$ cat src/rtl/lsrd_defines.svh
// constants for the line status and ring detect block
// Operation
// - off-hook loop current five bits, 3.3 mA/step
// - codes low, normal, 11111 excessive current
// - maximum code sets overload flag
// - on-hook line voltage seven bits, 1 V/step
// - hook control bit seizes the line
// - off-hook reaches line side within 250 us
// - off-hook counter delays data path
// - then 256 ms ADC calibration
// - calibration disable bit skips calibration
// - filter delay 1.5 ms before usable data
// - ring status bits at 6, 5, 2
// - full-wave select defaults zero, positive only
// - ring polarity bits follow thresholds
// - ring detected set per full-wave select
// - half-wave codec codes -32768 / +32767
// - full-wave codec codes +1228 / +32767 / -32768
// - ring detected retriggerable 5 s one-shot
// - off-hook clears ring detected at once
// - loop current code in register 12 bits 4:0
`ifndef LSRD_DEFINES_SVH
`define LSRD_DEFINES_SVH
// register offsets are indexes; byte address is four times index
`define LSRD_IDX_HOOK        5
`define LSRD_IDX_INTR        4
`define LSRD_IDX_POWER       6
`define LSRD_IDX_LOOP        12
`define LSRD_IDX_CAL         17
`define LSRD_IDX_RINGCFG     18
`define LSRD_IDX_VOLT        29
// field positions
`define LSRD_HOOK_BIT        0
`define LSRD_RING_DET_BIT    2
`define LSRD_RING_POS_BIT    5
`define LSRD_RING_NEG_BIT    6
`define LSRD_CALDIS_BIT      5
`define LSRD_FWR_BIT         1
`define LSRD_OVL_BIT         2
`define LSRD_DROP_BIT        3
`define LSRD_FRAME_BIT       6
`define LSRD_POWERDOWN_BIT   4
// codes
`define LSRD_LOOP_MAX        5'h1F
`define LSRD_CODEC_MIN       16'h8000
`define LSRD_CODEC_MAX       16'h7FFF
`define LSRD_CODEC_FW_IDLE   16'h04CC
// times and rate
`define LSRD_CLK_MHZ         200
`define LSRD_LAT_US          250
`define LSRD_DLY_US          1500
`define LSRD_CAL_MS          256
`define LSRD_RING_MS         5000
`define LSRD_LAT_CYC         (`LSRD_LAT_US * `LSRD_CLK_MHZ)
`define LSRD_CAL_CYC         (`LSRD_CAL_MS * 1000 * `LSRD_CLK_MHZ)
`define LSRD_DLY_CYC         (`LSRD_DLY_US * `LSRD_CLK_MHZ)
`define LSRD_PRE_CYC         (1000 * `LSRD_CLK_MHZ)
`endif

$ cat src/rtl/lsrd_pkg.sv
// types of the line status and ring detect block
package lsrd_pkg;
  typedef enum logic [2:0] {
    LSRD_ONHOOK  = 3'b000,
    LSRD_LATENCY = 3'b001,
    LSRD_SETTLE  = 3'b010,
    LSRD_CALIB   = 3'b011,
    LSRD_READY   = 3'b100
  } lsrd_hook_t;
endpackage

$ cat src/rtl/lsrd_line_status.sv
// line status, off-hook sequencing and ring detect with axi4-lite slave
`timescale 1ns/1ps
`include "lsrd_defines.svh"
module lsrd_line_status
  import lsrd_pkg::*;
#(
  parameter int LAT_CYC = `LSRD_LAT_CYC,   // line-side latency in cycles
  parameter int DLY_CYC = `LSRD_DLY_CYC,   // off-hook counter plus filter delay
  parameter int CAL_CYC = `LSRD_CAL_CYC,   // calibration length
  parameter int PRE_CYC = `LSRD_PRE_CYC,   // one millisecond prescaler
  parameter int RING_MS = `LSRD_RING_MS    // one-shot length in ms
) (
  input  wire logic        aclk,
  input  wire logic        aresetn,
  input  wire logic [31:0] s_axi_awaddr,
  input  wire logic        s_axi_awvalid,
  output logic             s_axi_awready,
  input  wire logic [31:0] s_axi_wdata,
  input  wire logic [3:0]  s_axi_wstrb,
  input  wire logic        s_axi_wvalid,
  output logic             s_axi_wready,
  output logic [1:0]       s_axi_bresp,
  output logic             s_axi_bvalid,
  input  wire logic        s_axi_bready,
  input  wire logic [31:0] s_axi_araddr,
  input  wire logic        s_axi_arvalid,
  output logic             s_axi_arready,
  output logic [31:0]      s_axi_rdata,
  output logic [1:0]       s_axi_rresp,
  output logic             s_axi_rvalid,
  input  wire logic        s_axi_rready,
  input  wire logic [4:0]  loop_current_sample,  // line-side current measurement
  input  wire logic [6:0]  line_voltage_sample,  // line-side voltage measurement
  input  wire logic        ring_above_pos,       // signal above positive threshold
  input  wire logic        ring_below_neg,       // signal below negative threshold
  input  wire logic        dropout_event,        // loop collapse pulse from line side
  input  wire logic        frame_detect_status,  // link framed
  output logic             line_seize,           // termination applied on line side
  output logic             data_path_ready,      // tx/rx usable
  output logic             calibrating,          // adc calibration running
  output logic [15:0]      codec_data,           // on-hook codec sample
  output logic             line_side_powerdown   // powerdown to line side
);

  ////////////////////////////////////////////////////////////////////////////
  // register state
  logic        hook_control;           // software off-hook request
  logic        calibration_disable;    // skip calibration
  logic        full_wave_ring_select;  // report both polarities
  logic        loop_current_overload_flag;
  logic        dropout_detect_flag;
  logic [4:0]  loop_current_code;
  logic [6:0]  line_voltage_code;
  logic        ring_detected_status;
  logic        next_hook_control, next_calibration_disable, next_full_wave_ring_select;
  logic        next_overload, next_dropout, next_powerdown;
  logic [4:0]  next_loop;
  logic [6:0]  next_volt;

  // bus handshake state
  logic        aw_held, w_held;        // address/data accepted, waiting pair
  logic [31:0] aw_addr, w_data;
  logic [3:0]  w_strb;
  logic        next_aw_held, next_w_held, next_bvalid, next_rvalid;
  logic [31:0] next_aw_addr, next_w_data, next_rdata;
  logic [3:0]  next_w_strb;
  logic [1:0]  next_bresp, next_rresp;

  // sequencer and ring state
  lsrd_hook_t  hook_state, next_hook_state;
  logic [31:0] seq_cnt, next_seq_cnt;
  logic [31:0] pre_cnt, next_pre_cnt;    // millisecond prescaler
  logic [15:0] ring_ms, next_ring_ms;    // one-shot remaining ms
  logic        next_ring_detected;
  logic [15:0] next_codec;
  logic        offhook_line;             // line side is off-hook

  ////////////////////////////////////////////////////////////////////////////
  // write decode helpers
  logic        wr_fire;
  logic [7:0]  wr_idx;
  logic [7:0]  rd_idx;
  assign wr_fire = aw_held && w_held && !s_axi_bvalid;
  assign wr_idx  = aw_addr[9:2];
  assign rd_idx  = s_axi_araddr[9:2];
  assign s_axi_awready = !aw_held;
  assign s_axi_wready  = !w_held;
  assign s_axi_arready = !s_axi_rvalid;  // one read at a time
  assign offhook_line  = (hook_state != LSRD_ONHOOK) && (hook_state != LSRD_LATENCY);
  assign line_seize    = offhook_line;
  assign data_path_ready = (hook_state == LSRD_READY);
  assign calibrating   = (hook_state == LSRD_CALIB);

  ////////////////////////////////////////////////////////////////////////////
  // bus slave next state; writes are taken when both halves present
  always_comb begin
    next_aw_held = aw_held;
    next_aw_addr = aw_addr;
    next_w_held  = w_held;
    next_w_data  = w_data;
    next_w_strb  = w_strb;
    next_bvalid  = s_axi_bvalid;
    next_bresp   = s_axi_bresp;
    next_rvalid  = s_axi_rvalid;
    next_rdata   = s_axi_rdata;
    next_rresp   = s_axi_rresp;
    if (s_axi_awvalid && s_axi_awready) begin  // capture address
      next_aw_held = 1'b1;
      next_aw_addr = s_axi_awaddr;
    end
    if (s_axi_wvalid && s_axi_wready) begin    // capture data
      next_w_held = 1'b1;
      next_w_data = s_axi_wdata;
      next_w_strb = s_axi_wstrb;
    end
    if (wr_fire) begin                          // commit and respond
      next_aw_held = 1'b0;
      next_w_held  = 1'b0;
      next_bvalid  = 1'b1;
      next_bresp   = (wr_idx == 8'(`LSRD_IDX_HOOK) || wr_idx == 8'(`LSRD_IDX_INTR) ||
                      wr_idx == 8'(`LSRD_IDX_CAL) || wr_idx == 8'(`LSRD_IDX_RINGCFG) ||
                      wr_idx == 8'(`LSRD_IDX_POWER)) ? 2'h0 : 2'h2;
    end else if (s_axi_bvalid && s_axi_bready) begin
      next_bvalid = 1'b0;
    end
    if (s_axi_arvalid && s_axi_arready) begin   // read answer one cycle later
      next_rvalid = 1'b1;
      next_rresp  = 2'h0;
      next_rdata  = 32'h0;
      unique case (rd_idx)
        8'(`LSRD_IDX_HOOK): begin
          next_rdata[`LSRD_HOOK_BIT] = hook_control;
          next_rdata[`LSRD_RING_DET_BIT] = ring_detected_status;
          next_rdata[`LSRD_RING_POS_BIT] = ring_above_pos;
          next_rdata[`LSRD_RING_NEG_BIT] = ring_below_neg;
        end
        8'(`LSRD_IDX_INTR): begin
          next_rdata[`LSRD_OVL_BIT]  = loop_current_overload_flag;
          next_rdata[`LSRD_DROP_BIT] = dropout_detect_flag;
        end
        8'(`LSRD_IDX_POWER): next_rdata[`LSRD_POWERDOWN_BIT] = line_side_powerdown;
        8'(`LSRD_IDX_LOOP): begin
          next_rdata[4:0]            = loop_current_code;
          next_rdata[`LSRD_FRAME_BIT] = frame_detect_status;
        end
        8'(`LSRD_IDX_CAL):     next_rdata[`LSRD_CALDIS_BIT] = calibration_disable;
        8'(`LSRD_IDX_RINGCFG): next_rdata[`LSRD_FWR_BIT]    = full_wave_ring_select;
        8'(`LSRD_IDX_VOLT):    next_rdata[6:0] = line_voltage_code;
        default:           next_rresp = 2'h2;           // unmapped
      endcase
    end else if (s_axi_rvalid && s_axi_rready) begin
      next_rvalid = 1'b0;
    end
  end

  // bus slave registers
  always_ff @(posedge aclk) begin
    if (!aresetn) begin
      aw_held <= 1'b0; aw_addr <= 32'h0; w_held <= 1'b0; w_data <= 32'h0;
      w_strb <= 4'h0; s_axi_bvalid <= 1'b0; s_axi_bresp <= 2'h0;
      s_axi_rvalid <= 1'b0; s_axi_rdata <= 32'h0; s_axi_rresp <= 2'h0;
    end else begin
      aw_held <= next_aw_held; aw_addr <= next_aw_addr;
      w_held <= next_w_held; w_data <= next_w_data; w_strb <= next_w_strb;
      s_axi_bvalid <= next_bvalid; s_axi_bresp <= next_bresp;
      s_axi_rvalid <= next_rvalid; s_axi_rdata <= next_rdata; s_axi_rresp <= next_rresp;
    end
  end

  ////////////////////////////////////////////////////////////////////////////
  // control and status registers
  always_comb begin
    next_hook_control          = hook_control;
    next_calibration_disable   = calibration_disable;
    next_full_wave_ring_select = full_wave_ring_select;
    next_powerdown             = line_side_powerdown;
    next_overload              = loop_current_overload_flag;
    next_dropout               = dropout_detect_flag;
    next_loop                  = loop_current_code;
    next_volt                  = line_voltage_code;
    if (wr_fire && w_strb[0]) begin
      unique case (wr_idx)
        8'(`LSRD_IDX_HOOK):    next_hook_control = w_data[`LSRD_HOOK_BIT];
        8'(`LSRD_IDX_CAL):     next_calibration_disable = w_data[`LSRD_CALDIS_BIT];
        8'(`LSRD_IDX_RINGCFG): next_full_wave_ring_select = w_data[`LSRD_FWR_BIT];
        8'(`LSRD_IDX_POWER):   next_powerdown = w_data[`LSRD_POWERDOWN_BIT];
        8'(`LSRD_IDX_INTR): begin          // write zero clears a flag
          if (!w_data[`LSRD_OVL_BIT])  next_overload = 1'b0;
          if (!w_data[`LSRD_DROP_BIT]) next_dropout  = 1'b0;
        end
        default: ;
      endcase
    end
    // measurements track only in their hook state, else hold
    if (offhook_line) next_loop = loop_current_sample;
    else              next_volt = line_voltage_sample;
    // set wins over a clear in the same cycle
    if (offhook_line && loop_current_sample == `LSRD_LOOP_MAX)
      next_overload = 1'b1;
    if (dropout_event) next_dropout = 1'b1;
  end

  always_ff @(posedge aclk) begin
    if (!aresetn) begin
      hook_control <= 1'b0; calibration_disable <= 1'b0;
      full_wave_ring_select <= 1'b0;
      line_side_powerdown <= 1'b1;
      loop_current_overload_flag <= 1'b0; dropout_detect_flag <= 1'b0;
      loop_current_code <= 5'h00; line_voltage_code <= 7'h00;
    end else begin
      hook_control <= next_hook_control; calibration_disable <= next_calibration_disable;
      full_wave_ring_select <= next_full_wave_ring_select;
      line_side_powerdown <= next_powerdown;
      loop_current_overload_flag <= next_overload; dropout_detect_flag <= next_dropout;
      loop_current_code <= next_loop; line_voltage_code <= next_volt;
    end
  end

  ////////////////////////////////////////////////////////////////////////////
  // off-hook sequencer: latency, settle delay, calibration, ready
  always_comb begin
    next_hook_state = hook_state;
    next_seq_cnt    = seq_cnt + 32'd1;
    unique case (hook_state)
      LSRD_ONHOOK: begin
        next_seq_cnt = 32'd0;
        if (hook_control) next_hook_state = LSRD_LATENCY;
      end
      LSRD_LATENCY: begin
        if (seq_cnt >= 32'(LAT_CYC - 1)) begin
          next_hook_state = LSRD_SETTLE;
          next_seq_cnt    = 32'd0;
        end
      end
      LSRD_SETTLE: begin
        if (seq_cnt >= 32'(DLY_CYC - 1)) begin
          next_hook_state = calibration_disable ? LSRD_READY : LSRD_CALIB;
          next_seq_cnt    = 32'd0;
        end
      end
      LSRD_CALIB: begin
        if (seq_cnt >= 32'(CAL_CYC - 1)) begin
          next_hook_state = LSRD_READY;
          next_seq_cnt    = 32'd0;
        end
      end
      LSRD_READY: next_seq_cnt = 32'd0;
    endcase
    // dropping the hook bit always returns on-hook at once
    if (!hook_control) next_hook_state = LSRD_ONHOOK;
  end

  always_ff @(posedge aclk) begin
    if (!aresetn) begin
      hook_state <= LSRD_ONHOOK;
      seq_cnt    <= 32'd0;
    end else begin
      hook_state <= next_hook_state;
      seq_cnt    <= next_seq_cnt;
    end
  end

  ////////////////////////////////////////////////////////////////////////////
  // ring detect one-shot and codec codes
  logic ring_hit;
  assign ring_hit = ring_above_pos || (full_wave_ring_select && ring_below_neg);

  always_comb begin
    next_pre_cnt       = (pre_cnt >= 32'(PRE_CYC - 1)) ? 32'd0 : pre_cnt + 32'd1;
    next_ring_ms       = ring_ms;
    next_ring_detected = ring_detected_status;
    if (ring_hit) begin                                       // retrigger
      next_ring_ms       = 16'(RING_MS);
      next_pre_cnt       = 32'd0;
      next_ring_detected = 1'b1;
    end else if (ring_detected_status && pre_cnt >= 32'(PRE_CYC - 1)) begin
      next_ring_ms = ring_ms - 16'd1;
      if (ring_ms <= 16'd1) next_ring_detected = 1'b0;        // expiry
    end
    if (hook_control) begin
      next_ring_detected = 1'b0;
      next_ring_ms       = 16'd0;
    end
    // codec codes; limited to on-hook, else last code held
    if (!full_wave_ring_select)
      next_codec = ring_above_pos ? `LSRD_CODEC_MAX : `LSRD_CODEC_MIN;
    else if (ring_above_pos)
      next_codec = `LSRD_CODEC_MAX;
    else if (ring_below_neg)
      next_codec = `LSRD_CODEC_MIN;
    else
      next_codec = `LSRD_CODEC_FW_IDLE;
    if (offhook_line) next_codec = codec_data;
  end

  always_ff @(posedge aclk) begin
    if (!aresetn) begin
      pre_cnt <= 32'd0; ring_ms <= 16'd0;
      ring_detected_status <= 1'b0; codec_data <= `LSRD_CODEC_MIN;
    end else begin
      pre_cnt <= next_pre_cnt; ring_ms <= next_ring_ms;
      ring_detected_status <= next_ring_detected; codec_data <= next_codec;
    end
  end

  ////////////////////////////////////////////////////////////////////////////
  // checks
  // overload flag and ring detected bit
  overload_set_a: assert property (@(posedge aclk) disable iff (!aresetn)
    offhook_line && loop_current_sample == `LSRD_LOOP_MAX |=> loop_current_overload_flag)
    else $error("overload flag missed");
  ring_clear_a: assert property (@(posedge aclk) disable iff (!aresetn)
    hook_control |=> !ring_detected_status) else $error("ring bit not cleared");
  ring_set_a: assert property (@(posedge aclk) disable iff (!aresetn)
    ring_above_pos && !hook_control |=> ring_detected_status)
    else $error("ring bit not set");
  neg_half_a: assert property (@(posedge aclk) disable iff (!aresetn)
    !full_wave_ring_select && ring_below_neg && !ring_above_pos && !ring_detected_status
    && !hook_control |=> !ring_detected_status) else $error("neg ring in half wave");
  ring_full_a: assert property (@(posedge aclk) disable iff (!aresetn)
    full_wave_ring_select && ring_below_neg && !hook_control |=> ring_detected_status)
    else $error("neg ring missed in full wave");

  // one-shot: holds while time is left, drops on the last tick
  ring_hold_a: assert property (@(posedge aclk) disable iff (!aresetn)
    ring_detected_status && !hook_control && ring_ms > 16'h0001 |=> ring_detected_status)
    else $error("ring bit dropped early");
  ring_expire_a: assert property (@(posedge aclk) disable iff (!aresetn)
    ring_detected_status && !ring_hit && !hook_control && ring_ms == 16'h0001
    && pre_cnt >= 32'(PRE_CYC - 1) |=> !ring_detected_status) else $error("ring bit stuck");

  // codec sample codes while on-hook
  codec_half_a: assert property (@(posedge aclk) disable iff (!aresetn)
    !offhook_line && !full_wave_ring_select && !ring_above_pos
    |=> codec_data == `LSRD_CODEC_MIN) else $error("half wave idle code");
  codec_full_a: assert property (@(posedge aclk) disable iff (!aresetn)
    !offhook_line && full_wave_ring_select && !ring_above_pos && !ring_below_neg
    |=> codec_data == `LSRD_CODEC_FW_IDLE) else $error("full wave idle code");
  codec_pos_a: assert property (@(posedge aclk) disable iff (!aresetn)
    !offhook_line && ring_above_pos |=> codec_data == `LSRD_CODEC_MAX)
    else $error("positive ring code");
  codec_neg_a: assert property (@(posedge aclk) disable iff (!aresetn)
    !offhook_line && full_wave_ring_select && ring_below_neg && !ring_above_pos
    |=> codec_data == `LSRD_CODEC_MIN) else $error("negative ring code");

  // off-hook sequencer phases and their bounds
  seize_late_a: assert property (@(posedge aclk) disable iff (!aresetn)
    $rose(hook_control) |=> !line_seize) else $error("seized before latency");
  latency_bound_a: assert property (@(posedge aclk) disable iff (!aresetn)
    hook_state == LSRD_LATENCY |-> seq_cnt < 32'(LAT_CYC))
    else $error("latency overrun");
  onhook_back_a: assert property (@(posedge aclk) disable iff (!aresetn)
    !hook_control |=> hook_state == LSRD_ONHOOK)
    else $error("hook release ignored");
  calib_entry_a: assert property (@(posedge aclk) disable iff (!aresetn)
    hook_state == LSRD_SETTLE && hook_control && !calibration_disable
    && seq_cnt == 32'(DLY_CYC - 1) |=> calibrating) else $error("calibration not started");
  calib_bound_a: assert property (@(posedge aclk) disable iff (!aresetn)
    calibrating |-> seq_cnt < 32'(CAL_CYC))
    else $error("calibration overrun");
  skip_cal_a: assert property (@(posedge aclk) disable iff (!aresetn)
    hook_state == LSRD_SETTLE && calibration_disable |=> !calibrating)
    else $error("calibration not skipped");

  // measurement codes follow the hook state
  volt_hold_a: assert property (@(posedge aclk) disable iff (!aresetn)
    offhook_line && $past(offhook_line) |-> $stable(line_voltage_code))
    else $error("voltage moved off-hook");
  loop_track_a: assert property (@(posedge aclk) disable iff (!aresetn)
    offhook_line |=> loop_current_code == $past(loop_current_sample))
    else $error("loop code not tracking");

endmodule

$ cat config.mk
export PLATFORM = sky130hd
export DESIGN_NAME = lsrd_line_status
export DESIGN_NICKNAME = d
export VERILOG_FILES = /design/src/rtl/lsrd_pkg.sv /design/src/rtl/lsrd_line_status.sv
export VERILOG_INCLUDE_DIRS = /design/src /design/src/rtl
export SDC_FILE = /design/constraint.sdc
export NUM_CORES = 1
export LEC_CHECK = 0
export BUFFER_PORTS_ARGS = -buffer_cell sky130_fd_sc_hd__clkbuf_2
export CAP_MARGIN = 20
export CORE_MARGIN = 4
export CORE_UTILIZATION = 40
export DETAILED_ROUTE_END_ITERATION = 12
export PLACE_DENSITY = 0.74
export SYNTH_ARGS = -nofsm -noshare
export SYNTH_HDL_FRONTEND = slang
export SYNTH_SLANG_ARGS = --single-unit
$ cat constraint.sdc
create_clock -name aclk -period 3.9 [get_ports aclk]
set_input_delay 0.39 -clock aclk [delete_from_list [all_inputs] [get_ports aclk]]
set_output_delay 0.39 -clock aclk [all_outputs]
set_load 0.05 [all_outputs]
======== After elaboration in Yosys (flattened, before gate mapping) ========
Cells that the tools add are included.
word-level totals
  input bits .............................. 123
  latch bits .............................. 0
  flip-flop bits (word level) ............. 150
  output and inout bits ................... 61
  word-level logic and storage cells ...... 143
  memories kept ........................... 0
  memory bits (read-only) ................. 0
  RAM bits ................................ 0
operators by class
  $lt $le $gt $ge ......................... 5
  muxes and demuxes ....................... 39
  multipliers ............................. 0
  equal/unequal tests ..................... 23
  divide/modulo/power cells ............... 0
  bitwise logic cells ..................... 1
  $add $sub $neg .......................... 3
  shift-type cells ........................ 0
  reductions and logical operators ........ 47
operator list
  cell                     number
  $pmux W32 S4             1
  $mux W32                 3
  $add A32 B1 Y32 const B  2
  $mux W16                 4
  $eq A8 B3 Y1 const B     6
  $eq A8 B5 Y1 const B     5
  $ge A32 B16 Y1 const B   1
  $ge A32 B18 Y1 const B   1
  $ge A32 B19 Y1 const B   1
  $ge A32 B26 Y1 const B   1
  $mux W13                 2
  $pmux W1 S3              6
  $le A16 B1 Y1 const B    1
  $reduce_bool A2 Y1       8
  $sub A16 B1 Y16 const B  1
  $mux W1                  15
  $logic_and A1 B1 Y1      12
  $mux W3                  4
  $pmux W3 S4              1
  $reduce_and A2 Y1        6
  $eq A8 B4 Y1 const B     1
  $reduce_or A7 Y1         1
  $eq A3 B2 Y1 const B     2
  $ne A2 B2 Y1 const B     3
  other kinds (17)         30

======== Logic depth before layout (Yosys ltp) ========
Gate-level depths: netlist of run 1.
  depth after elaboration ................. 6
  mapped depth ............................ 9
  gate-level depth less buffers ........... 7

======== Least setup slack after synthesis of run 1 ========
No wires, ideal clock.
  path type ............................... flip-flop to flip-flop
  from .................................... register seq_cnt[23]
  to ...................................... register seq_cnt[14]
  data arrival time ....................... 2.043 ns
  path slack .............................. 1.794 ns
  period minus slack after synthesis ...... 2.106 ns
  path buffers ............................ 2
  cell stages (with the launch flop) ...... 9
  required time ........................... 3.837 ns
  cell sequence ........................... dfxtp_1 > or4_4 > nor4_4 > nand4_1 > or3_1 > a21bo_1 > buf_6 > buf_12 > nor2_4
between the ends
  longest elaborated chain between the ends .. 3
ends and longest elaborated chain
  what                                          RTL line                                                                   source
  start, declared                               lsrd_line_status.sv:71                                                     logic [31:0] seq_cnt, next_seq_cnt;
  start signal, assigned                        lsrd_line_status.sv:259                                                    seq_cnt <= next_seq_cnt;
  $ge A32 B26 Y1, or another cell as far along  lsrd_line_status.sv:242                                                    if (seq_cnt >= 32'(CAL_CYC - 1)) begin
  $mux W32, on equally long branches            lsrd_line_status.sv:242, lsrd_line_status.sv:230, lsrd_line_status.sv:236
  $pmux W32 S4 (*)                              lsrd_line_status.sv:224                                                    unique case (hook_state)
Every way passes the cells marked *; elsewhere a longest branch is shown, timed or not.
A chain may end at the register's enable or synchronous reset.

======== Worst setup path in the final report of run 1 ========
  from .................................... register seq_cnt[0]
  to ...................................... register seq_cnt[2]
between the ends
  longest elaborated chain between the ends .. 3
ends and longest elaborated chain
  what                                           RTL line                                                                   source
  $add A32 B1 Y32, or another cell as far along  lsrd_line_status.sv:223                                                    next_seq_cnt = seq_cnt + 32'd1;
  $mux W32, on equally long branches             lsrd_line_status.sv:242, lsrd_line_status.sv:230, lsrd_line_status.sv:236
  $pmux W32 S4 (*)                               lsrd_line_status.sv:224
Marked as above.

==> summary.txt, run 1 <==
Yosys
  – Synth Area in Adders: 0.8128%
  – Xor/xnor share of the synthesized area: 6.970%
  – Flop and latch count out of synthesis: 133
  – Post-synthesis cell type count: 64
  – Simple-gate share of the synthesized area: 26.38%
  – Synth Cell Area: 6157 µm²
  – Sequential share of the synthesized area: 43.24%
  – Compound-Gate Fraction of Synth Area: 11.36%
  – Mean Syn Cell Area: 9.041 µm²
  – Multiplexer area fraction after synthesis: 3.089%
  – Largest family of logic cells by synthesized area: simple AND/OR/NAND/NOR gates
  – Post-synth EDFFs: 0
  – Post-synth ARST share: 0%
  – Top_reg_cell synth: dfxtp_1
  – Yosys warns: 0
  – Post-synthesis cell count: 681

Setup path
  – Critical-path cell list: ha_1 -> nand3_1 -> nor4_1 -> o31ai_1 -> a21oi_1 -> a21bo_2 -> buf_4 -> nor2_1
  – CP required: 4.20 ns
  – Slowest library cell on the worst path: nor4_1
  – Crit-path max cell delay: 0.49 ns
  – Worst setup EP type: register
  – CP Class: register to register
  – Maximum fanout along the worst path: 11
  – Crit path DAT: 2.97 ns
  – Setup crit start kind: register

STA
  – Hold Violations, Final: 0
  – Tcrit/Tclk final: 68.40%
  – Final min period: 2.667 ns
  – Max Fclk: 0.3749 GHz
  – Worst Tran Pin Value: 1.043 ns
  – Clk_skew: 0.006797 ns
  – Setup tns final: 0 ns
  – Final setup viols: 0
  – Slew Viols, Final: 0
  – Max-slew headroom: 29.82%
  – RSZ-0062 raised after global routing: false

GRT
  – Grt total ovfl: 0
  – Global-route usage over all layers: 14.15%
  – First-pass GRT wire length: 20250 µm
  – Vias in the first global route: 4255
  – Initial antenna violation count: 0
  – Largest net degree at the start of global routing: 53

CTS
  – H-tree Lvls: 4
  – CTS Root Cell: clkbuf_16
  – Clk buf depth: 2
  – Worst-path clk slew: 0.06 ns
  – Quantity of gates resized following cts: 0
  – Num CTS Buffers: 17
  – CTS tree: yes
  – Post-CTS Setup Inserts: 0
  – Sink Count: 133
  – Hold buffer count at cts: 0
  – Skew-Pair Late Insertion Delay: 0.42 ns

Detailed routing
  – Drt drc: 0
  – Drt via density: 4.909
  – Routed WL: 12330 µm
  – Post-DRT Antenna Nets: 0
  – Drt initial violations: 247
  – Average wire per cell in the routed design: 12.70 µm
  – Via count: 4767
  – Detailed Routing Iterations Pass 1: 5

Floorplanning
  – Chip Height: 132.1 µm
  – Core area: 15150 µm²
  – Starting Density: 40.65%
  – Row count: 45
  – Die ar.: 17440 µm²
  – Number of I/O pins: 184
  – Die X: 132.1 µm

Finish
  – Nets: 897
  – Post-Layout Cell Count: 971
  – Ratio of cells with drive above 1 in the final layout: 19.28%
  – Final Util: 47.47%
  – Diode count: 0
  – Area Growth Syn to Fin: 16.76%

Place
  – Placer Congestion: 0.8194
  – # port buffers: 79
  – Dpl hpwl: 8767 µm
  – Placed cells: 939

Flow run
  – Maximum capacitance violations: 0

Power
  – Peak supply drop: 0.0003345 V
  – Leak: 0.002785 µW
  – Power per Cell Area: 467.2 nW/µm²

Worst hold path
  – Worst Hold Class: input port to register

Run status
  – Status: complete, no violations
[metrics by stage]
| stage | power, µW | area, µm² | worst slack (ns) | hold WS (ns) |
|---|---|---|---|---|
| final | 3359 | 7189 | 1.233 | 0.1900 |
| after global routing | 3487 | 7189 | 1.004 | 0.1775 |
| after CTS | 3396 | 7189 | 1.209 | 0.1716 |
| after detailed placement | 1771 | 6583 | 1.232 | 0.4351 |
| after global placement | 1768 | 6583 | 1.233 | 0.4265 |
| after floorplan | 1728 | 6330 | 1.794 | 0.4132 |
[cells by family after synthesis]
kind of cell             Yosys count
AND/OR/NAND/NOR                  290
flip-flops                       133
AO/OA/AOI/OAI                    103
buffers and inverters             82
XOR/XNOR                          49
multiplexers                      19
adder cells (fa/ha/maj)            4
other                              1
[cells in the final DEF (no fill, tap or decap), drive strengths merged, types with 7 or more instances in the layout]
cell | netlist | routed
and3 | 12 | 12
nor2b | 25 | 25
conb | 1 | 47
nand2 | 64 | 64
nor4 | 14 | 14
nor3b | 9 | 9
mux2i | 19 | 19
a21boi | 14 | 14
dfxtp | 133 | 133
xnor2 | 35 | 35
nand3 | 20 | 20
a21oi | 27 | 27
inv | 22 | 25
nand4 | 15 | 15
xor2 | 14 | 14
clkbuf | 15 | 97
nor2 | 90 | 90
nor3 | 7 | 7
o21ai | 17 | 17
[cells in the mapped netlist, drive strengths merged (3+ instances only)]
cell type	count	area [µm²]
dfxtp	133	2663
nor2	90	478.0
nand2	64	240.2
buf	45	359.1
xnor2	35	306.5
a21oi	27	135.1
nor2b	25	156.4
inv	22	82.58
nand3	20	100.1
mux2i	19	190.2
o21ai	17	85.08
clkbuf	15	56.30
nand4	15	93.84
a21boi	14	105.1
nor4	14	102.6
xor2	14	122.6
and3	12	76.33
nor3b	9	72.57
nor3	7	45.04
a211oi	6	45.04
nand2b	6	37.54
o21a	6	45.04
and2	5	31.28
and4	5	46.30
a31oi	4	25.02
ha	4	50.05
or4	4	33.78
a221oi	3	26.28
nand3b	3	22.52
nand4b	3	26.28
o211a	3	30.03
or2	3	18.77
[cell type report]
class                           count  area (µm²)
Clock buffer                       18       429.2
Clock inverter                     14       177.7
Fill cell                        1408        7956
Inverter                           22       82.58
Multi-Input combinational cell    512        3169
Sequential cell                   133        2663
Tap cell                          188       235.2
Timing Repair Buffer               84       432.9
[report_power, final]
part           leakage [µW]  switching, µW  internal (µW)  total (µW)
Sequential          0.00109           30.3           1400        1430
Clock              0.000289            603           1010        1610
Combinational       0.00141            219           90.7         309
Total               0.00278            852           2510        3360
[per-layer routing]
metal	global-route usage [%]	vias to the layer above	wire length, µm
met5	0	-	0
met4	5.076	0	201
met3	4.771	17	666
met2	21.55	114	5542
met1	18.71	2190	5923
li1	-	2446	-
[worst max-delay path: cells and delay by family (launching register included)]
kind            cells  cell delay (ns)
compound gates      3             0.88
fa+ha+maj           1             0.24
buf+inv             1             0.33
flops               1             0.37
simple gates        3             0.73
[state kept, by name, summed over array words and instances, names as in the netlist, 3 cells and up]
| signal | count |
|---|---|
| loop_current_code | 5 |
| seq_cnt | 32 |
| codec_data | 3 |
| hook_state | 3 |
| w_data | 6 |
| ring_ms | 16 |
| pre_cnt | 32 |
| aw_addr | 8 |
| s_axi_rdata | 7 |
| line_voltage_code | 7 |
[worst paths after layout]
check / startpoint / endpoint / slack [ns] / depth (start not counted)
setup reg to reg: seq_cnt[0] / seq_cnt[2] / 1.23 / 8
setup / recovery: seq_cnt[0] / seq_cnt[2] / 1.23 / 8
hold / removal: s_axi_wvalid / w_held / 0.19 / 3
hold reg to reg: pre_cnt[0] / pre_cnt[0] / 0.44 / 1
No activity file was read; power rests on OpenSTA's default activity.
==> run 2, diff against run 1 <==
Settings changed: ABC_AREA from default to 1, PLACE_DENSITY 0.74 to 0.75.
Clock period 3.9 ns to 2.15 ns, I/O delays scaled along.
==> run 2 against run 1 <==
  * Global-route usage grew 1.5 points
  * Via count increased by 20%
  * Sequential share of layout area shrank 1.8 points
  * Sequential cell count is the same
  * Register-to-register slack worse by 0.99 ns
  * Largest power group unchanged
==> summary.txt, run 2 <==
CTS
  – Worst-path clk slew: 0.06 ns (about the same)
  – Hold buffer count at cts: 0 (unchanged)
  – Clk buf depth: 2 (unchanged)
  – Skew-Pair Late Insertion Delay: 0.42 ns (about the same)
  – Num CTS Buffers: 17 (unchanged)
  – CTS Root Cell: clkbuf_16 (unchanged)
  – CTS tree: yes (unchanged)
  – Sink Count: 133 (unchanged)
  – H-tree Lvls: 4 (unchanged)

Worst hold path
  – Hold depth: 3 (unchanged)
  – Worst Hold Class: input port to register (unchanged)
  – Critical hold path startpoint: dropout_event (was s_axi_wvalid)

Setup path
  – CP Class: register to register (unchanged)
  – Slowest library cell on the worst path: dfxtp_1 (was nor4_1)
  – Worst Path Buf+Inv: 2 (was 1)
  – Reg2reg setup slack: 0.25 ns (was 1.23 ns)
  – Crit path DAT: 2.21 ns (was 2.97 ns)
  – Maximum fanout along the worst path: 5 (was 11)
  – Crit-path leading delay family: simple AND/OR/NAND/NOR gates (was compound AO/OA/AOI/OAI gates)
  – Worst r2r path cells: 10 (was 8)
  – Crit path capture: seq_cnt[20] (was seq_cnt[2])
  – Levels on crit path: 10 (was 8)
  – Setup crit start kind: register (unchanged)
  – Critical-path cell list: ha_1 -> nand3_1 -> nor2_2 -> inv_2 -> nor2_4 -> inv_1 -> nor3_1 -> nand2_1 -> o21ai_0 -> nor2_1 (was ha_1 -> nand3_1 -> nor4_1 -> o31ai_1 -> a21oi_1 -> a21bo_2 -> buf_4 -> nor2_1)
  – Worst setup EP type: register (unchanged)
  – Worst reg2reg endpoint: seq_cnt[20] (was seq_cnt[2])
  – Crit-path max cell delay: 0.37 ns (was 0.49 ns)
  – FF-to-FF Start: seq_cnt[0] (unchanged)
  – CP required: 2.46 ns (was 4.20 ns)
  – Critical Path Source: seq_cnt[0] (unchanged)

STA
  – Final min period: 1.903 ns (was 2.667 ns)
  – Setup tns final: 0 ns (unchanged)
  – Worst Tran Pin Value: 0.5205 ns (was 1.043 ns)
  – RSZ-0062 raised after global routing: false (unchanged)
  – Hold Violations, Final: 0 (unchanged)
  – Final setup viols: 0 (unchanged)
  – Final worst slack: 0.2470 ns (was 1.233 ns)
  – Clk_skew: 0.01074 ns (was 0.006797 ns)
  – Max Fclk: 0.5255 GHz (was 0.3749 GHz)
  – Tcrit/Tclk final: 88.51% (was 68.40%)
  – Slew Viols, Final: 0 (unchanged)
  – Max-slew headroom: 65.11% (was 29.82%)

Finish
  – Commonest non-fill, non-tap cell in the layout: nand2_1 (was dfxtp_1)
  – Top Registers: pre_cnt x32, seq_cnt x32, ring_ms x16 (unchanged)
  – Diode count: 0 (unchanged)
  – Design area: 7555 µm² (was 7189 µm²)
  – Post-Layout Cell Count: 1238 (was 971)
  – Nets: 1136 (was 897)
  – Most frequent cells in the layout: nand2_1 (170), nor2_1 (153), dfxtp_1 (133) (was dfxtp_1 (133), clkbuf_2 (79), nor2_1 (70))
  – Area Growth Syn to Fin: 16.41% (was 16.76%)
  – Ratio of cells with drive above 1 in the final layout: 16.05% (was 19.28%)
  – Fillers: 1588 (was 1408)

Floorplanning
  – Die ar.: 18330 µm² (was 17440 µm²)
  – Row count: 46 (was 45)
  – Core area: 15890 µm² (was 15150 µm²)
  – Chip Height: 135.4 µm (was 132.1 µm)
  – Number of I/O pins: 184 (unchanged)
  – Die X: 135.4 µm (was 132.1 µm)
  – Starting Density: 40.86% (was 40.65%)

Place
  – Post-Place Setup Slack: 0.1765 ns (was 1.232 ns)
  – Placed cells: 1206 (was 939)
  – Placed Area: 6979 µm² (was 6583 µm²)
  – Dpl hpwl: 10310 µm (was 8767 µm)
  – Placer Congestion: 0.9244 (was 0.8194)
  – # port buffers: 79 (unchanged)

Yosys
  – Post-synth top area share: 41.03% (was 43.24%)
  – Flop and latch count out of synthesis: 133 (unchanged)
  – Post-synthesis cell type count: 43 (was 64)
  – Area leader, netlist: dfxtp_1 (unchanged)
  – Post-synth EDFFs: 0 (unchanged)
  – Top cells by area, synth: dfxtp_1 (41%), nand2_1 (9.8%), nor2_1 (8.8%), inv_1 (6.1%), buf_4 (4.7%) (was dfxtp_1 (43%), xnor2_1 (5.0%), buf_4 (4.9%), nor2_1 (4.3%), nand2_1 (3.9%))
  – Mean Syn Cell Area: 7.093 µm² (was 9.041 µm²)
  – Most frequent cell after synthesis: nand2_1 (was dfxtp_1)
  – Yosys warns: 0 (unchanged)
  – Post-synthesis cell count: 915 (was 681)
  – Top post-synthesis cells by count: nand2_1 (170), nor2_1 (153), dfxtp_1 (133) (was dfxtp_1 (133), nor2_1 (70), nand2_1 (64))
  – Post-synth ARST share: 0% (unchanged)
  – Synth Cell Area: 6490 µm² (was 6157 µm²)
  – Top_reg_cell synth: dfxtp_1 (unchanged)
  – Sequential share of the synthesized area: 41.03% (was 43.24%)

GRT
  – Largest net degree at the start of global routing: 34 (was 53)
  – First-pass GRT wire length: 23470 µm (was 20250 µm)
  – Global-route usage over all layers: 15.65% (was 14.15%)
  – Vias in the first global route: 5254 (was 4255)
  – Initial antenna violation count: 0 (unchanged)
  – Grt total ovfl: 0 (unchanged)

Power
  – Switching pwr: 1626 µW (was 851.8 µW)
  – Clock share of power: 46.5% (was 48.1%)
  – Leak: 0.003350 µW (was 0.002785 µW)
  – Int Power: 4349 µW (was 2507 µW)
  – Flop pwr share: 43.4% (was 42.7%)
  – Power per Cell Area: 790.9 nW/µm² (was 467.2 nW/µm²)
  – Combinational share of power: 10.1% (was 9.2%)
  – Sw Share: 27.21% (was 25.36%)
  – Peak supply drop: 0.0005932 V (was 0.0003345 V)

Detailed routing
  – Drt via density: 4.633 (was 4.909)
  – Drt initial violations: 370 (was 247)
  – Detailed Routing Iterations Pass 1: 4 (was 5)
  – Via count: 5736 (was 4767)
  – Average wire per cell in the routed design: 11.37 µm (was 12.70 µm)
  – Drt drc: 0 (unchanged)
  – Routed WL: 14070 µm (was 12330 µm)
  – Post-DRT Antenna Nets: 0 (unchanged)

Flow run
  – Maximum capacitance violations: 0 (unchanged)

Run status
  – Status: complete, no violations (unchanged)
## run 2: final cells by class
class / instances / area [µm²] / share of cell area [%]
multi-input cells: 653 / 3164 / 41.88
flip-flops and latches: 133 / 2663 / 35.24
repair buffers: 86 / 447.9 / 5.929
clock buffers: 20 / 446.7 / 5.913
inverters: 118 / 442.9 / 5.863
well taps: 216 / 270.3 / 3.577
clock inverters: 12 / 120.1 / 1.590
## run 2: what timing repair did
| item | in CTS | in global routing |
|---|---|---|
| resized for setup | 0 | 1 |
| endpoints found under the hold margin | 0 | 0 |
| setup buffers | 0 | 0 |
| setup endpoints to repair | 0 | 19 |
## run 2: worst min-delay path, cell delays in order
cell and delay, ns:
clkbuf_2 0.08, inv_1 0.04, a21oi_1 0.05
## run 2: power groups by stage
| stage | logic (µW) | clock network, µW | registers [µW] |
|---|---|---|---|
| finish | 602 | 2780 | 2590 |
| detailed placement | 598 | 0 | 2650 |
| global placement | 592 | 0 | 2640 |
| floorplan | 496 | 0 | 2660 |
| global route | 671 | 2940 | 2600 |
| CTS | 602 | 2830 | 2590 |
## run 2: cells by family after synthesis
logic type / after synthesis / synth area share [%]
buffers and inverters: 175 / 13.01
other: 1 / 0.05778
DFF: 133 / 41.03
adders and majority gates: 4 / 0.7712
and+or+nand+nor: 456 / 31.44
xor gates and xnor gates: 31 / 4.184
AOI/OAI and AO/OA: 115 / 9.505
## run 2: worst min-delay path by stage
| stage | endpoint | slack, ns |
|---|---|---|
| floorplan | dropout_detect_flag | 0.35 |
| global placement | pre_cnt[0] | 0.43 |
| detailed placement | pre_cnt[0] | 0.44 |
| CTS | dropout_detect_flag | 0.005 |
| global route | dropout_detect_flag | 0.02 |
| finish | dropout_detect_flag | 0.01 |
## run 2: layer usage
metal  global-route usage [%]  vias to the layer above  wire length (µm)
li1                         -                     3016                 -
met1                    20.22                     2597              6527
met2                    25.22                      106              6660
met3                    4.012                       17               669
met4                    5.879                        0               213
met5                        0                        -                 0
## run 2: stage by stage
step           power, µW  utilization (%)  hold slack [ns]
3_5_place_dp        3246            43.94           0.4440
4_1_cts             6028            47.50         0.005124
3_3_place_gp        3236            43.94           0.4295
5_1_grt             6217            47.56          0.01564
6_report            5975            47.56          0.01453
2_1_floorplan       3159                -           0.3490
==> run 3, diff against run 2 <==
Settings changed: HOLD_SLACK_MARGIN from default to 0.1.
==> run 3 against run 2 <==
  * Routed wire length grew 2.0%
  * Via count is 2.6% higher
  * Clock-buffer cell count unchanged
  * Critical path type unchanged
  * Critical endpoint unchanged
==> summary.txt, run 3 (same netlist as run 2, synthesis figures left out) <==
STA
  – Max Fclk: 0.5235 GHz (was 0.5255 GHz)
  – Final min period: 1.910 ns (was 1.903 ns)
  – Tcrit/Tclk final: 88.84% (was 88.51%)
  – Final setup viols: 0 (unchanged)
  – Setup tns final: 0 ns (unchanged)
  – Slew Viols, Final: 0 (unchanged)
  – Max-slew headroom: 65.85% (was 65.11%)
  – Worst Tran Pin Value: 0.5094 ns (was 0.5205 ns)
  – Clk_skew: 0.01044 ns (was 0.01074 ns)
  – Hold Violations, Final: 0 (unchanged)
  – RSZ-0062 raised after global routing: false (unchanged)

Setup path
  – Reg2reg setup slack: 0.24 ns (was 0.25 ns)
  – Crit-path max cell delay: 0.37 ns (about the same)
  – Worst r2r path cells: 10 (unchanged)
  – Crit path DAT: 2.21 ns (about the same)
  – Setup crit start kind: register (unchanged)
  – Worst reg2reg endpoint: seq_cnt[20] (unchanged)
  – Crit path capture: seq_cnt[20] (unchanged)
  – Critical Path Source: seq_cnt[0] (unchanged)
  – Critical-path cell list: ha_1 -> nand3_1 -> nor2_2 -> inv_2 -> nor2_4 -> inv_1 -> nor3_1 -> nand2_1 -> o21ai_0 -> nor2_1 (unchanged)
  – CP required: 2.45 ns (was 2.46 ns)
  – Slowest library cell on the worst path: dfxtp_1 (unchanged)
  – FF-to-FF Start: seq_cnt[0] (unchanged)
  – Worst setup EP type: register (unchanged)
  – Maximum fanout along the worst path: 5 (unchanged)
  – CP Class: register to register (unchanged)

Detailed routing
  – Detailed Routing Iterations Pass 1: 5 (was 4)
  – Via count: 5887 (was 5736)
  – Drt drc: 0 (unchanged)
  – Drt initial violations: 360 (was 370)
  – Post-DRT Antenna Nets: 0 (unchanged)
  – Average wire per cell in the routed design: 11.35 µm (was 11.37 µm)
  – Routed WL: 14360 µm (was 14070 µm)
  – Drt via density: 4.654 (was 4.633)

Power
  – Peak supply drop: 0.0005917 V (was 0.0005932 V)
  – Leak: 0.003463 µW (was 0.003350 µW)
  – Power per Cell Area: 768.2 nW/µm² (was 790.9 nW/µm²)

Flow run
  – Maximum capacitance violations: 0 (unchanged)

Place
  – # port buffers: 79 (unchanged)
  – Placed cells: 1206 (unchanged)
  – Placer Congestion: 0.9244 (unchanged)
  – Dpl hpwl: 10310 µm (unchanged)

GRT
  – Grt total ovfl: 0 (unchanged)
  – Met2 GRT Util: 25.75% (was 25.22%)
  – Top Usage Layer GRT: met2 (unchanged)
  – Global-route usage over all layers: 15.97% (was 15.65%)
  – Met1 Use GR: 20.79% (was 20.22%)
  – Largest net degree at the start of global routing: 34 (unchanged)
  – First-pass GRT wire length: 24010 µm (was 23470 µm)
  – M3 GR Usage: 3.826% (was 4.012%)
  – Initial antenna violation count: 0 (unchanged)
  – Vias in the first global route: 5387 (was 5254)

Floorplanning
  – Core area: 15890 µm² (unchanged)
  – Number of I/O pins: 184 (unchanged)
  – Row count: 46 (unchanged)
  – Die X: 135.4 µm (unchanged)
  – Die ar.: 18330 µm² (unchanged)
  – Starting Density: 40.86% (unchanged)
  – Chip Height: 135.4 µm (unchanged)

Run status
  – Status: complete, no violations (unchanged)

Finish
  – Commonest non-fill, non-tap cell in the layout: nand2_1 (unchanged)
  – Nets: 1163 (was 1136)
  – Most frequent cells in the layout: nand2_1 (170), nor2_1 (153), dfxtp_1 (133) (unchanged)
  – Ratio of cells with drive above 1 in the final layout: 15.63% (was 16.05%)
  – Diode count: 0 (unchanged)
  – Top Registers: pre_cnt x32, seq_cnt x32, ring_ms x16 (unchanged)
  – Area Growth Syn to Fin: 20.57% (was 16.41%)
  – Post-Layout Cell Count: 1265 (was 1238)

CTS
  – CTS Root Cell: clkbuf_16 (unchanged)
  – Skew-Pair Late Insertion Delay: 0.42 ns (about the same)
  – Post-CTS Setup Inserts: 0 (unchanged)
  – Sink Count: 133 (unchanged)
  – CTS tree: yes (unchanged)
  – Num CTS Buffers: 17 (unchanged)
  – Clk buf depth: 2 (unchanged)
  – Worst-path clk slew: 0.06 ns (about the same)
  – H-tree Lvls: 4 (unchanged)

Worst hold path
  – Worst Hold Class: input port to register (unchanged)
  – Critical hold path startpoint: s_axi_awaddr[3] (was dropout_event)
  – Hold depth: 3 (unchanged)
[run 3: per-layer routing]
layer,share of wire (%),vias up
li1,-,3069
met1,47,2664
met3,4.3,21
met2,47,133
met5,0,-
met4,1.6,0
[run 3: how the worst min path moves through the flow]
| stage | end | slack, ns |
|---|---|---|
| 2_1_floorplan | dropout_detect_flag | 0.35 |
| 3_3_place_gp | pre_cnt[0] | 0.43 |
| 3_5_place_dp | pre_cnt[0] | 0.44 |
| 4_1_cts | codec_data[14] | 0.10 |
| 5_1_grt | loop_current_code[1] | 0.13 |
| 6_report | aw_addr[3] | 0.11 |
[run 3: area by class of cell]
type	instances	area, µm²
tap	216	270.3
inverter	118	442.9
sequential	133	2663
timing repair buffer	113	718.2
fill	1541	8060
clock buffer	20	446.7
multi-input combinational	653	3164
clock inverter	12	120.1
[run 3: stage by stage]
stage / setup WS, ns / hold slack [ns] / power [µW] / instance area, µm² / utilization, %
final: 0.2399 / 0.1145 / 6011 / 7825 / 49.26
after global routing: 0.03772 / 0.1329 / 6258 / 7825 / 49.26
after CTS: 0.1651 / 0.1008 / 6067 / 7816 / 49.20
after detailed placement: 0.1765 / 0.4440 / 3246 / 6979 / 43.94
after global placement: 0.2214 / 0.4295 / 3236 / 6979 / 43.94
after floorplan: 0.4364 / 0.3490 / 3159 / 6663 / -
[run 3: power breakdown]
part	internal, µW	switching, µW
sequential	2550	49.2
combinational	192	452
clock	1640	1130
[run 3: worst max-delay path: cells and delay by family, from the launching register on]
kind	cells	cell delay [ns]
compound gates	1	0.18
buf+inv	2	0.13
simple gates	6	0.91
fa+ha+maj	1	0.20
flops	1	0.37
[run 3: what timing repair did]
item                                   CTS  global route
resized for setup                        0             1
endpoints found under the hold margin   27             0
setup endpoints to repair                0            20
hold buffers                            27             0
